[src/ssd_pkg.sv]
package ssd_pkg;

  // ****************************************************************
  // Link shape
  // ****************************************************************
  localparam int SYM_W      = 8;      // Bits per symbol
  localparam int SYM_N      = 4;      // Symbols per beat
  localparam int DATA_W     = SYM_W * SYM_N;
  localparam int CHAN_W     = 1;      // Channel signal width
  localparam int ERR_W      = 1;      // Error signal width
  localparam int MAX_CHAN   = 1;      // Highest channel number
  localparam int EMPTY_W    = 2;      // Holds 0..SYM_N-1
  localparam int READY_LAT  = 0;      // Ready to valid delay
  localparam int API_W      = 64;     // Call-side word width
  localparam int API_RET_W  = 64;     // Return-side word width

  // ****************************************************************
  // Build options
  // ****************************************************************
  localparam bit USE_PACKETS = 1'b0;
  localparam bit USE_EMPTY   = 1'b0;
  localparam bit USE_CHANNEL = 1'b1;
  localparam bit USE_ERROR   = 1'b1;
  localparam bit USE_READY   = 1'b1;
  localparam bit USE_VALID   = 1'b1;

  // ****************************************************************
  // Queues and counters
  // ****************************************************************
  localparam int Q_DEPTH = 8;         // Entries per queue
  localparam int Q_AW    = 3;         // Index width
  localparam int CNT_W   = 4;         // Occupancy width, 0..Q_DEPTH
  localparam int IDLE_W  = 16;        // Idle count width
  localparam int LAT_W   = 32;        // Latency and timeout width

  // ****************************************************************
  // Field selectors of the descriptor stage
  // ****************************************************************
  typedef enum logic [2:0] {
    SSD_F_DATA  = 3'h0,
    SSD_F_CHAN  = 3'h1,
    SSD_F_ERR   = 3'h2,
    SSD_F_EMPTY = 3'h3,
    SSD_F_SOP   = 3'h4,
    SSD_F_EOP   = 3'h5,
    SSD_F_IDLES = 3'h6
  } ssd_field_e;

  // ****************************************************************
  // Carriers
  // ****************************************************************
  typedef struct packed {
    logic [DATA_W-1:0]  data;
    logic [CHAN_W-1:0]  chan;
    logic [ERR_W-1:0]   err;
    logic [EMPTY_W-1:0] empty;
    logic               sop;
    logic               eop;
    logic [IDLE_W-1:0]  idles;
  } ssd_trans_s;

  typedef struct packed {
    logic               valid;
    logic [DATA_W-1:0]  data;
    logic [CHAN_W-1:0]  chan;
    logic [ERR_W-1:0]   err;
    logic [EMPTY_W-1:0] empty;
    logic               sop;
    logic               eop;
  } ssd_link_s;

  typedef struct packed {
    logic drive;        // Started presenting valid data
    logic rdy_rise;     // Sink asserted ready
    logic rdy_fall;     // Sink deasserted ready
    logic done;         // Transaction completed
    logic timeout;      // Backpressure exceeded limit
    logic fatal;        // Unrecoverable error
  } ssd_events_s;

  typedef logic [LAT_W-1:0] ssd_lat_t;

endpackage : ssd_pkg

[src/ssd_queue.sv]
module ssd_queue #(
  parameter int W = 8                        // Entry width
) (
  input  wire logic                      clk,      // Clock
  input  wire logic                      rst,      // Sync reset
  input  wire logic                      clear,    // Empty the queue
  input  wire logic                      push,     // Write entry
  input  wire logic [W-1:0]              wdata,    // Entry to write
  input  wire logic                      pop,      // Drop head entry
  output logic      [W-1:0]              head,     // Head entry
  output logic                           full,     // No room
  output logic                           empty,    // Nothing held
  output logic      [ssd_pkg::CNT_W-1:0] count     // Entries held
);

  // ****************************************************************
  // State
  // ****************************************************************
  typedef struct packed {
    logic [ssd_pkg::Q_DEPTH-1:0][W-1:0] mem;
    logic [ssd_pkg::Q_AW-1:0]           wr;
    logic [ssd_pkg::Q_AW-1:0]           rd;
    logic [ssd_pkg::CNT_W-1:0]          cnt;
  } ssd_q_s;

  ssd_q_s q_reg;
  ssd_q_s q_next;
  logic   do_push;
  logic   do_pop;

  // Pointer and count update
  always_comb begin
    q_next  = q_reg;
    do_push = push && !full;
    do_pop  = pop && !empty;
    if (do_push) begin
      q_next.mem[q_reg.wr] = wdata;
      q_next.wr            = q_reg.wr + 1'b1;
    end
    if (do_pop) begin
      q_next.rd = q_reg.rd + 1'b1;
    end
    q_next.cnt = q_reg.cnt + ssd_pkg::CNT_W'(do_push) - ssd_pkg::CNT_W'(do_pop);
    if (clear) begin
      q_next.wr  = '0;
      q_next.rd  = '0;
      q_next.cnt = '0;
    end
  end

  // Registers
  always_ff @(posedge clk) begin
    if (rst) begin
      q_reg <= '0;
    end else begin
      q_reg <= q_next;
    end
  end

  // Flags
  assign head  = q_reg.mem[q_reg.rd];
  assign count = q_reg.cnt;
  assign empty = (q_reg.cnt == '0);
  assign full  = (q_reg.cnt == ssd_pkg::CNT_W'(ssd_pkg::Q_DEPTH));

endmodule : ssd_queue

[src/ssd_source.sv]
// Overview of operation
// - Latency zero: hold the current beat unchanged until ready.
// - Latency above zero: drive idles until ready, then present the beat.
// - Let each transaction's idle count pass before driving it.
// - Record backpressure cycles per transaction; show latency of last popped response.
// - Pulse driving event when valid data for a transaction starts.
// - Pulse separate events on ready rising and ready falling.
// - Pulse complete event on finish; keep readable complete status bit.
// - Descriptor stage gathers fields, pushes completed command to pending queue.
// - Bus monitor reports ready state to driver and event logic.
// - Response queue collects completed transactions; its occupancy is readable.
// - Number of waiting transactions is readable at any time.
// - Ready input, as synchronised two cycles behind the pin, is readable as one bit.
// - Packet option adds sop, eop, empty; empty option adds empty alone.
// - Options independently keep or drop channel, error, ready and valid.
// - Beat is a parameterised count of symbols of parameterised width.
// - Channel width, error width and max channel are parameters of 1.
// - Ready latency is a parameter of 0 shared with the sink.
// - Protocol-illegal transactions are driven as asked, never blocked.
// - Wrapped variant call and return words are 64-bit parameters.
// - Programmable backpressure timeout raises an error; zero disables it.
// - Initialise command returns link outputs to idle.
// - Queued transactions are driven in order with their field settings; fields of disabled options go out as zero.
// - Fatal error event on unrecoverable error, then all activity stops.
module ssd_source (
  input  wire logic                            clk,           // Clock, 200 MHz
  input  wire logic                            rst,           // Sync reset
  input  wire logic                            init,          // Idle the link, flush
  input  wire logic                            field_we,      // Descriptor field write
  input  wire ssd_pkg::ssd_field_e             field_sel,     // Which field
  input  wire logic [ssd_pkg::DATA_W-1:0]      field_val,     // Field value
  input  wire logic                            push_trans,    // Queue descriptor
  input  wire logic                            pop_resp,      // Retire a response
  input  wire ssd_pkg::ssd_lat_t               resp_timeout,  // Backpressure limit, 0 off
  input  wire logic                            fatal_req,     // Unrecoverable error
  input  wire logic                            snk_ready,     // Sink ready pin
  output ssd_pkg::ssd_link_s                   link,          // Link outputs
  output ssd_pkg::ssd_events_s                 events,        // Event pulses
  output logic [ssd_pkg::CNT_W-1:0]            trans_count,   // Waiting transactions
  output logic [ssd_pkg::CNT_W-1:0]            resp_count,    // Held responses
  output ssd_pkg::ssd_lat_t                    resp_latency,  // Last popped latency
  output logic                                 ready_now,     // Ready seen by source
  output logic                                 trans_done,    // Complete status
  output logic                                 halted,        // Stopped after fatal
  output logic                                 trans_full     // Pending queue full
);

  // ****************************************************************
  // Types and state
  // ****************************************************************
  typedef enum logic [1:0] {
    SSD_IDLE = 2'b00,
    SSD_WAIT = 2'b01,
    SSD_SEND = 2'b11,
    SSD_STOP = 2'b10
  } ssd_st_e;

  typedef struct packed {
    ssd_st_e                  st;
    logic                     rdy_s1;
    logic                     rdy_s2;
    logic                     rdy_d;
    ssd_pkg::ssd_trans_s      desc;
    ssd_pkg::ssd_link_s       link;
    logic [ssd_pkg::IDLE_W-1:0] idle_cnt;
    ssd_pkg::ssd_lat_t        lat;
    ssd_pkg::ssd_lat_t        last_lat;
    ssd_pkg::ssd_events_s     ev;
    logic                     done;
  } ssd_state_s;

  ssd_state_s          s_reg;
  ssd_state_s          s_next;
  ssd_pkg::ssd_trans_s tq_head;
  logic                tq_empty;
  logic                tq_pop;
  ssd_pkg::ssd_lat_t   rq_head;
  logic                rq_full;
  logic                rq_empty;
  logic                rq_push;
  logic                ready_eff;
  logic                accept;
  logic                flush;

  // ****************************************************************
  // Queues
  // ****************************************************************
  // Pending transactions from the descriptor stage
  ssd_queue #(.W($bits(ssd_pkg::ssd_trans_s))) u_tq (
    .clk   (clk),
    .rst   (rst),
    .clear (flush),
    .push  (push_trans),
    .wdata (s_reg.desc),
    .pop   (tq_pop),
    .head  (tq_head),
    .full  (trans_full),
    .empty (tq_empty),
    .count (trans_count)
  );

  // Responses carry the backpressure latency
  ssd_queue #(.W(ssd_pkg::LAT_W)) u_rq (
    .clk   (clk),
    .rst   (rst),
    .clear (flush),
    .push  (rq_push),
    .wdata (s_reg.lat),
    .pop   (pop_resp),
    .head  (rq_head),
    .full  (rq_full),
    .empty (rq_empty),
    .count (resp_count)
  );

  // ****************************************************************
  // Bus monitor
  // ****************************************************************
  // Synchronised ready; absent ready pin reads as always ready
  assign ready_eff = ssd_pkg::USE_READY ? s_reg.rdy_s2 : 1'b1;
  assign ready_now = ready_eff;
  // Beat accepted: with latency, the beat is only sent once ready is seen
  assign accept    = (s_reg.st == SSD_SEND) && ready_eff;
  assign flush     = init || (s_reg.st == SSD_STOP);
  assign tq_pop    = accept && !rq_full;
  assign rq_push   = tq_pop;

  // ****************************************************************
  // Next state
  // ****************************************************************
  always_comb begin
    s_next        = s_reg;
    s_next.rdy_s1 = snk_ready;
    s_next.rdy_s2 = s_reg.rdy_s1;
    s_next.rdy_d  = ready_eff;
    s_next.ev     = '0;
    // Ready edge events
    s_next.ev.rdy_rise = ready_eff && !s_reg.rdy_d;
    s_next.ev.rdy_fall = !ready_eff && s_reg.rdy_d;
    // Descriptor stage gathers fields; no legality checks applied
    if (field_we) begin
      case (field_sel)
        ssd_pkg::SSD_F_DATA:  s_next.desc.data  = field_val;
        ssd_pkg::SSD_F_CHAN:  s_next.desc.chan  = field_val[ssd_pkg::CHAN_W-1:0];
        ssd_pkg::SSD_F_ERR:   s_next.desc.err   = field_val[ssd_pkg::ERR_W-1:0];
        ssd_pkg::SSD_F_EMPTY: s_next.desc.empty = field_val[ssd_pkg::EMPTY_W-1:0];
        ssd_pkg::SSD_F_SOP:   s_next.desc.sop   = field_val[0];
        ssd_pkg::SSD_F_EOP:   s_next.desc.eop   = field_val[0];
        ssd_pkg::SSD_F_IDLES: s_next.desc.idles = field_val[ssd_pkg::IDLE_W-1:0];
        default: ;
      endcase
    end
    if (pop_resp && !rq_empty) begin
      s_next.last_lat = rq_head;
    end
    case (s_reg.st)
      SSD_IDLE: begin
        s_next.link.valid = 1'b0;
        if (!tq_empty) begin
          s_next.idle_cnt = tq_head.idles;
          s_next.st       = SSD_WAIT;
          s_next.done     = 1'b0;
        end
      end
      SSD_WAIT: begin
        if (s_reg.idle_cnt != '0) begin
          s_next.idle_cnt = s_reg.idle_cnt - 1'b1;
        end else if (ssd_pkg::READY_LAT == 0 || ready_eff) begin
          // Present the beat as queued; fields whose option is off are driven as zero
          s_next.link.valid = ssd_pkg::USE_VALID;
          s_next.link.data  = tq_head.data;
          s_next.link.chan  = ssd_pkg::USE_CHANNEL ? tq_head.chan : '0;
          s_next.link.err   = ssd_pkg::USE_ERROR ? tq_head.err : '0;
          s_next.link.empty = (ssd_pkg::USE_PACKETS || ssd_pkg::USE_EMPTY)
                              ? tq_head.empty : '0;
          s_next.link.sop   = ssd_pkg::USE_PACKETS ? tq_head.sop : 1'b0;
          s_next.link.eop   = ssd_pkg::USE_PACKETS ? tq_head.eop : 1'b0;
          s_next.lat        = '0;
          s_next.ev.drive   = 1'b1;
          s_next.st         = SSD_SEND;
        end
      end
      SSD_SEND: begin
        if (tq_pop) begin
          s_next.link.valid = 1'b0;
          s_next.ev.done    = 1'b1;
          s_next.done       = 1'b1;
          s_next.st         = SSD_IDLE;
        end else begin
          // Beat fields held unchanged while waiting
          s_next.lat = s_reg.lat + 1'b1;
          if (resp_timeout != '0 && s_reg.lat + 1'b1 == resp_timeout) begin
            s_next.ev.timeout = 1'b1;
          end
        end
      end
      SSD_STOP: begin
        // Stopped: no beats and no events until reset
        s_next.link = '0;
        s_next.ev   = '0;
      end
      default: begin
        s_next.st = SSD_IDLE;
      end
    endcase
    if (init && s_reg.st != SSD_STOP) begin
      s_next.link     = '0;
      s_next.ev.drive = 1'b0;
      s_next.st       = SSD_IDLE;
    end
    if (fatal_req && s_reg.st != SSD_STOP) begin
      s_next.link     = '0;
      s_next.ev.fatal = 1'b1;
      s_next.ev.drive = 1'b0;
      s_next.st       = SSD_STOP;
    end
  end

  // Registers
  always_ff @(posedge clk) begin
    if (rst) begin
      s_reg    <= '0;
      s_reg.st <= SSD_IDLE;
    end else begin
      s_reg <= s_next;
    end
  end

  // ****************************************************************
  // Outputs
  // ****************************************************************
  assign link         = s_reg.link;
  assign events       = s_reg.ev;
  assign resp_latency = s_reg.last_lat;
  assign trans_done   = s_reg.done;
  assign halted       = (s_reg.st == SSD_STOP);

  // ****************************************************************
  // Checks
  // ****************************************************************
  chk_hold_beat: assert property (@(posedge clk) disable iff (rst)
    link.valid && !ready_eff && !init && !fatal_req |=> $stable(link))
    else $error("beat changed while waiting for ready");

  chk_drive_event: assert property (@(posedge clk) disable iff (rst)
    events.drive |-> link.valid)
    else $error("drive event without valid data");

  chk_ready_rise: assert property (@(posedge clk) disable iff (rst)
    $rose(ready_eff) |=> events.rdy_rise)
    else $error("ready rise event missing");

  chk_ready_fall: assert property (@(posedge clk) disable iff (rst)
    $fell(ready_eff) |=> events.rdy_fall)
    else $error("ready fall event missing");

  chk_done_pulse: assert property (@(posedge clk) disable iff (rst)
    events.done |-> trans_done && !link.valid)
    else $error("complete event without status");

  chk_stop_quiet: assert property (@(posedge clk) disable iff (rst)
    events.fatal |-> ##1 (!link.valid) [*4])
    else $error("activity after fatal error");

  chk_init_idle: assert property (@(posedge clk) disable iff (rst)
    init |=> !link.valid)
    else $error("init left link active");

  chk_count_push: assert property (@(posedge clk) disable iff (rst)
    push_trans && !trans_full && !tq_pop && !flush |=>
      trans_count == $past(trans_count) + 1'b1)
    else $error("queue count did not grow");

  chk_ready_sync: assert property (@(posedge clk) disable iff (rst)
    ssd_pkg::USE_READY && !$past(rst) && !$past(rst, 2) |->
      ready_now == $past(snk_ready, 2))
    else $error("ready view not two cycles behind pin");

  chk_halt_stays: assert property (@(posedge clk) disable iff (rst)
    halted |=> halted)
    else $error("left stop state without reset");

  chk_tmo_armed: assert property (@(posedge clk) disable iff (rst)
    events.timeout |-> $past(resp_timeout) != '0)
    else $error("timeout raised while disabled");

endmodule : ssd_source

[config.mk]
export PLATFORM = sky130hd
export DESIGN_NAME = ssd_source
export DESIGN_NICKNAME = d
export VERILOG_FILES = /design/src/ssd_pkg.sv /design/src/ssd_queue.sv /design/src/ssd_source.sv
export SDC_FILE = /design/constraint.sdc
export NUM_CORES = 2
export LEC_CHECK = 0
export BUFFER_PORTS_ARGS = -buffer_cell sky130_fd_sc_hd__buf_2
export CAP_MARGIN = 10
export CORE_MARGIN = 2
export CORE_UTILIZATION = 25
export DETAILED_ROUTE_END_ITERATION = 8
export HOLD_SLACK_MARGIN = 0.05
export PLACE_DENSITY_LB_ADDON = 0.08
export SYNTH_ARGS = -nofsm -noshare
export SYNTH_HDL_FRONTEND = slang
export SYNTH_SLANG_ARGS = --single-unit
[constraint.sdc]
create_clock -name clk -period 3.84 [get_ports clk]
set_input_delay 0.192 -clock clk [delete_from_list [all_inputs] [get_ports clk]]
set_output_delay 0.192 -clock clk [all_outputs]
set_load 0.02 [all_outputs]
* Word level (Yosys, flattened, before mapping)
Index checks and enable logic that the tools add are counted. W data, S select, Z words.
Word-level totals: RAM bits 0, register bits 893, bits in read-only memories 0, logic and storage cells 176, bits in latches 0, memories 0
Operators by class: div/mod/pow operators 0, reduce and logical (&&, ||, !) cells 53, bitwise gates (word level) 2, multipliers 0, multiplexer cells 33, equal/unequal tests 21, shifts and indexed selects 0, add/sub/neg operators 10, order comparisons 6
Operators with widths (number):
- $bwmux W432 | 1
- $bwmux W256 | 1
- $bmux W54 S3 | 1
- $demux W54 S3 | 1
- $mux W32 | 4
- $mux W54 | 2
- $bmux W32 S3 | 1
- $demux W32 S3 | 1
- $pmux W38 S2 | 1
- $pmux W32 S2 | 1
- $mux W39 | 1
- $add A32 B1 Y32 const B | 1
- $eq A32 B32 Y1 | 1
- $mux W16 | 2
- $pmux W16 S2 | 1
- $reduce_bool A32 Y1 | 1
- $reduce_and A2 Y1 | 9
- $lt A3 B4 Y1 const B | 4
- $reduce_bool A16 Y1 | 1
- $sub A16 B1 Y16 const B | 1
- $logic_and A1 B1 Y1 | 13
- $add A3 B1 Y3 const B | 4
- $mux W2 | 5
- $ne A2 B2 Y1 const B | 5
- other kinds (30) | 62

* Logic depth before layout (Yosys ltp)
word-level depth 7, depth in mapped cells 12, depth with buffers taken out 12

* Cells and area by module
From an unflattened synthesis, not the netlist that was laid out.
Second synthesis, totals: cells, all modules 3958, area, all modules 42580.8 sq um
Modules (own cells, without submodules):
- ssd_queue at u_tq | area each 21230.4 sq um, cells an instance 1782, sequential area each 8848.5 sq um, times used 1
- ssd_queue at u_rq | area each 12741.0 sq um, cells an instance 1086, sequential area each 5325.1 sq um, times used 1
- ssd_source | area each 8609.5 sq um, cells an instance 1090, sequential area each 3623.5 sq um, times used 1

* Worst setup path after synthesis
No wires, ideal clock.
path kind reg2reg, start point register u_rq.q_reg (netlist bit u_rq.count[2]), end point register u_tq.q_reg (netlist bit u_tq.count[2]), buffers on the path 0, slack 1241 ps, stages on the path, launching flop included 13, data required time 3712 ps, library setup time 128 ps, data arrival time 2471 ps, cells stage by stage dfxtp_1 -> inv_1 -> ha_1 -> a21boi_1 -> nand2_1 -> nor2_1 -> ha_1 -> inv_1 -> ha_1 -> inv_1 -> fa_1 -> xor2_1 -> nor2_1
Between the ends: longest elaborated chain between the ends 5
Ends and longest elaborated chain:
- from (decl) | RTL line ssd_queue.sv:26 | ssd_q_s q_reg;
- from (signal assigned) | RTL line ssd_queue.sv:56 | q_reg <= q_next;
- $eq A4 B4 Y1 | RTL line ssd_queue.sv:64 | assign full = (q_reg.cnt == ssd_pkg::CNT_W'(ssd_pkg::Q_DEPTH));
- $logic_not A1 Y1 | RTL line ssd_source.sv:125 | assign tq_pop = accept && !rq_full;
- $logic_and A1 B1 Y1 | RTL line ssd_source.sv:125
- $logic_and A1 B1 Y1 | RTL line ssd_queue.sv:35 | do_pop = pop && !empty;
- via u_tq.do_pop | RTL line ssd_queue.sv:29 | logic do_pop;
- $sub A4 B1 Y4 | RTL line ssd_queue.sv:43 | q_next.cnt = q_reg.cnt + ssd_pkg::CNT_W'(do_push) - ssd_pkg::CNT_W'(do_pop);
- to (signal assigned) | RTL line ssd_queue.sv:56
- to (decl) | RTL line ssd_queue.sv:26
The timed path passes the listed nets, and every way through them passes these cells. A chain may end at the register's enable or synchronous reset.

* Worst setup path after layout
start point register s_reg[40] in the netlist's numbering, end point register s_reg (netlist bit events[1])
Between the ends: longest elaborated chain between the ends 4
Ends and longest elaborated chain:
- from (decl) | RTL line ssd_source.sv:72 | ssd_state_s s_reg;
- from (signal assigned) | RTL line ssd_source.sv:225 | s_reg <= s_next;
- $add A32 B1 Y32 | RTL line ssd_source.sv:192 | if (resp_timeout != '0 && s_reg.lat + 1'b1 == resp_timeout) begin
- $eq A32 B32 Y1 | RTL line ssd_source.sv:192
- $logic_and A1 B1 Y1 | RTL line ssd_source.sv:192
- $mux W1 | RTL line ssd_source.sv:192
No other way between the ends.

==> summary.txt <==
==========================================================================================
Run status .................................................................. complete, no violations
Clock insertion delay at the later pin of the skew report ...................      0.73 ns
Number of vias in the routed layout .........................................        30100
Final design instance area without fill .....................................  43200 sq um
H-tree level count ..........................................................            3
Total I/O pin count .........................................................          164
Final setup violation count .................................................            0
Count of state elements after synthesis .....................................          853
Relative slew margins .......................................................        27.1%
Top flip-flop cell by instance count after synthesis ........................ sky130_fd_sc_hd__dfxtp_1
Dpl ws ......................................................................     0.702 ns
Number of buffers created by CTS ............................................          106
Max Clock Freq ..............................................................      280 MHz
Via density per instance ....................................................         4.73
Worst Hold Class ............................................................ input pin to flip-flop
Clk root buf ................................................................ sky130_fd_sc_hd__clkbuf_16
Row Count ...................................................................          140
Minimum period implied by the final worst setup slack .......................      3.57 ns
Detailed placement HPWL .....................................................     81700 um
Share of synthesized area occupied by flip-flops and latches ................        46.3%
Vertical die dimension ......................................................       388 um
Number of detailed-routing iterations run before antenna repair .............            5
Skew final ..................................................................    0.0293 ns
Hold Fails Final Rpt ........................................................            0
Worst Reg2Reg Path Length in Cells ..........................................           10
Per-instance average area after synthesis ...................................   8.34 sq um
Max-slew violation count ....................................................            0
End of the worst hold path ..................................................    events[1]
Worst vdd ir ................................................................   0.000297 V
CTS tree ....................................................................          yes
Placed inst area ............................................................  39100 sq um
Filler cell count in the final layout .......................................        15600
Number of nets in the layout ................................................         4457
Setup TNS ...................................................................         0 ns
Power Density ...............................................................  462 nW/um^2
Worst Setup End Kind ........................................................    flip-flop
Number of cells traversed by the worst hold path ............................            6
Post-CTS setup buffers ......................................................            0
Starting DRC count in detailed routing ......................................         2039
Start of the worst register-to-register path ................................    s_reg[40]
Total congestion overflow ...................................................            0
Count of unique library cells instantiated by Yosys .........................           69
Width of the die ............................................................       388 um
DRC errors left .............................................................            0
Worst setup SP type .........................................................    flip-flop
Vias in the first global route ..............................................        29600
Cell area after synthesis ...................................................  36900 sq um
Clock edge transition at the registers on the reported setup and hold paths .      0.06 ns
WL per Instance .............................................................      22.1 um
Number of enable flip-flop cells after synthesis ............................            0
Minimum setup slack among reg-to-reg paths ..................................      0.27 ns
Max reg flops ...............................................................          406
Critical Path AT ............................................................      4.21 ns
Number of nets with antenna violations after routing ........................            0
Static power due to leakage .................................................      13.7 nW
Hold Startpoint ............................................................. resp_timeout[12]
Worst setup slack after layout ..............................................     0.268 ns
Area growth, synth to finish ................................................        16.9%
DP Cell Count ...............................................................         6124
Top cell type by total area after synthesis ................................. sky130_fd_sc_hd__dfxtp_1
Antenna violations before repair ............................................            2
Share of synthesized registers carrying an async set or reset ...............           0%
End of the worst register-to-register path ..................................    events[1]
Effective utilization at floorplan ..........................................        25.3%
Critical setup path kind .................................................... flip-flop to flip-flop
Largest fanout on the critical path .........................................           13
Portion of the clock cycle consumed by the worst path in the final layout ...        93.0%
Total GRT Usage .............................................................        18.3%
Fraction of post-synthesis cell area in the top cell type by area ...........        46.3%
Wire length of the first global-routing pass ................................    208000 um
Finished Core Util ..........................................................        29.5%
Proportion of layout cells with a drive suffix above 1 ......................        14.9%
Most used standard cells in the synthesized netlist ......................... sky130_fd_sc_hd__nand2_1, sky130_fd_sc_hd__dfxtp_1, sky130_fd_sc_hd__a21oi_1
Most common cell in the synthesized netlist ................................. sky130_fd_sc_hd__nand2_1
Standard cell core area ..................................................... 146000 sq um
Maximum number of pins on one net before global-route repair ................          184
Worst-case hold slack .......................................................     0.128 ns
Count of input and output buffers ...........................................          159
Maximum clock insertion buffer count ........................................            3
Last weighted congestion value of the routability-driven placer .............        0.782
Max-cap violation count .....................................................            0
Drt total wl ................................................................    141000 um
DIE AREA .................................................................... 151000 sq um
Number of clock sinks .......................................................          853
Setup repair after global routing missed its margin .........................        false
WP data required ............................................................      4.48 ns
Overall power consumption ...................................................      19.9 mW
Yosys Warn Count ............................................................            0
Count of mapped cells out of synthesis ......................................         4427
Least-Margin Pin Slew .......................................................      1.09 ns
Top area cells in the synthesized netlist ................................... sky130_fd_sc_hd__dfxtp_1, sky130_fd_sc_hd__nand2_1, sky130_fd_sc_hd__a21oi_1
Non-Filler Instances ........................................................         6366
==========================================================================================
-- worst max-delay path, stage by stage, from the launching register on --
cell	delay, ns
sky130_fd_sc_hd__dfxtp_1	0.30
sky130_fd_sc_hd__buf_4	0.19
sky130_fd_sc_hd__ha_1	0.31
sky130_fd_sc_hd__nand3_2	0.23
sky130_fd_sc_hd__or3_1	0.56
sky130_fd_sc_hd__nor2_2	0.29
sky130_fd_sc_hd__nand3_1	0.19
sky130_fd_sc_hd__xnor2_1	0.18
sky130_fd_sc_hd__or4_1	0.40
sky130_fd_sc_hd__dlygate4sd3_1	0.59
sky130_fd_sc_hd__nor4_2	0.24
-- layout make-up --
type,count,area [sq um],area share [%]
clock buffer,155,3140,7.27
multi-input combinational,3054,17700,40.9
antenna,2,5.00,0.0116
clock inverter,38,474,1.10
timing repair buffer,321,2280,5.28
tap,1917,2400,5.56
sequential,853,17100,39.6
inverter,26,97.6,0.226
-- layout by cell type, fill, tap and decap left out, types with 25 or more instances in the layout --
cell / count
sky130_fd_sc_hd__o21ai_0: 55
sky130_fd_sc_hd__nand2_1: 1489
sky130_fd_sc_hd__xnor2_1: 40
sky130_fd_sc_hd__buf_2: 158
sky130_fd_sc_hd__mux2i_1: 83
sky130_fd_sc_hd__nor2_1: 129
sky130_fd_sc_hd__clkbuf_8: 26
sky130_fd_sc_hd__clkbuf_16: 108
sky130_fd_sc_hd__buf_4: 104
sky130_fd_sc_hd__inv_1: 25
sky130_fd_sc_hd__a21oi_1: 750
sky130_fd_sc_hd__mux4_2: 164
sky130_fd_sc_hd__dfxtp_1: 847
sky130_fd_sc_hd__a211oi_1: 44
sky130_fd_sc_hd__dlygate4sd3_1: 47
-- worst max path at each step --
stage,from,endpoint,cells after the start
2_1_floorplan,u_rq.count[2],u_tq.count[2],12
6_report,s_reg[40],events[1],10
5_1_grt,s_reg[40],events[1],10
3_3_place_gp,s_reg[40],events[1],9
3_5_place_dp,s_reg[40],events[1],9
4_1_cts,s_reg[40],events[1],10
-- cells by family after synthesis --
family	after synthesis	share of synthesized area (%)
simple gates	1802	19.7
compound gates	915	13.1
flops	853	46.3
buf+inv	523	6.32
mux	250	12.3
xor+xnor	63	1.50
fa+ha+maj	20	0.719
other cells	1	0.0102
-- power by group --
part / leakage, nW / total, mW / switching [mW] / internal (mW)
Combinational: 5.06 / 0.606 / 0.441 / 0.164
Clock: 1.78 / 10.4 / 4.25 / 6.14
Sequential: 6.88 / 8.93 / 0.0499 / 8.88
-- metal layers --
metal	up-vias	track usage [%]	wire, um
met4	0	4.29	2930
li1	14700	-	-
met2	514	31.2	67900
met1	14800	24.4	64600
met5	-	0	0
met3	164	2.68	5260
-- timing repair --
action                     CTS  global route
resized for setup            0             1
setup endpoints to repair    0             1
hold endpoints to repair   128             0
hold buffers                47             0
Power figures use the tool's default switching activity.
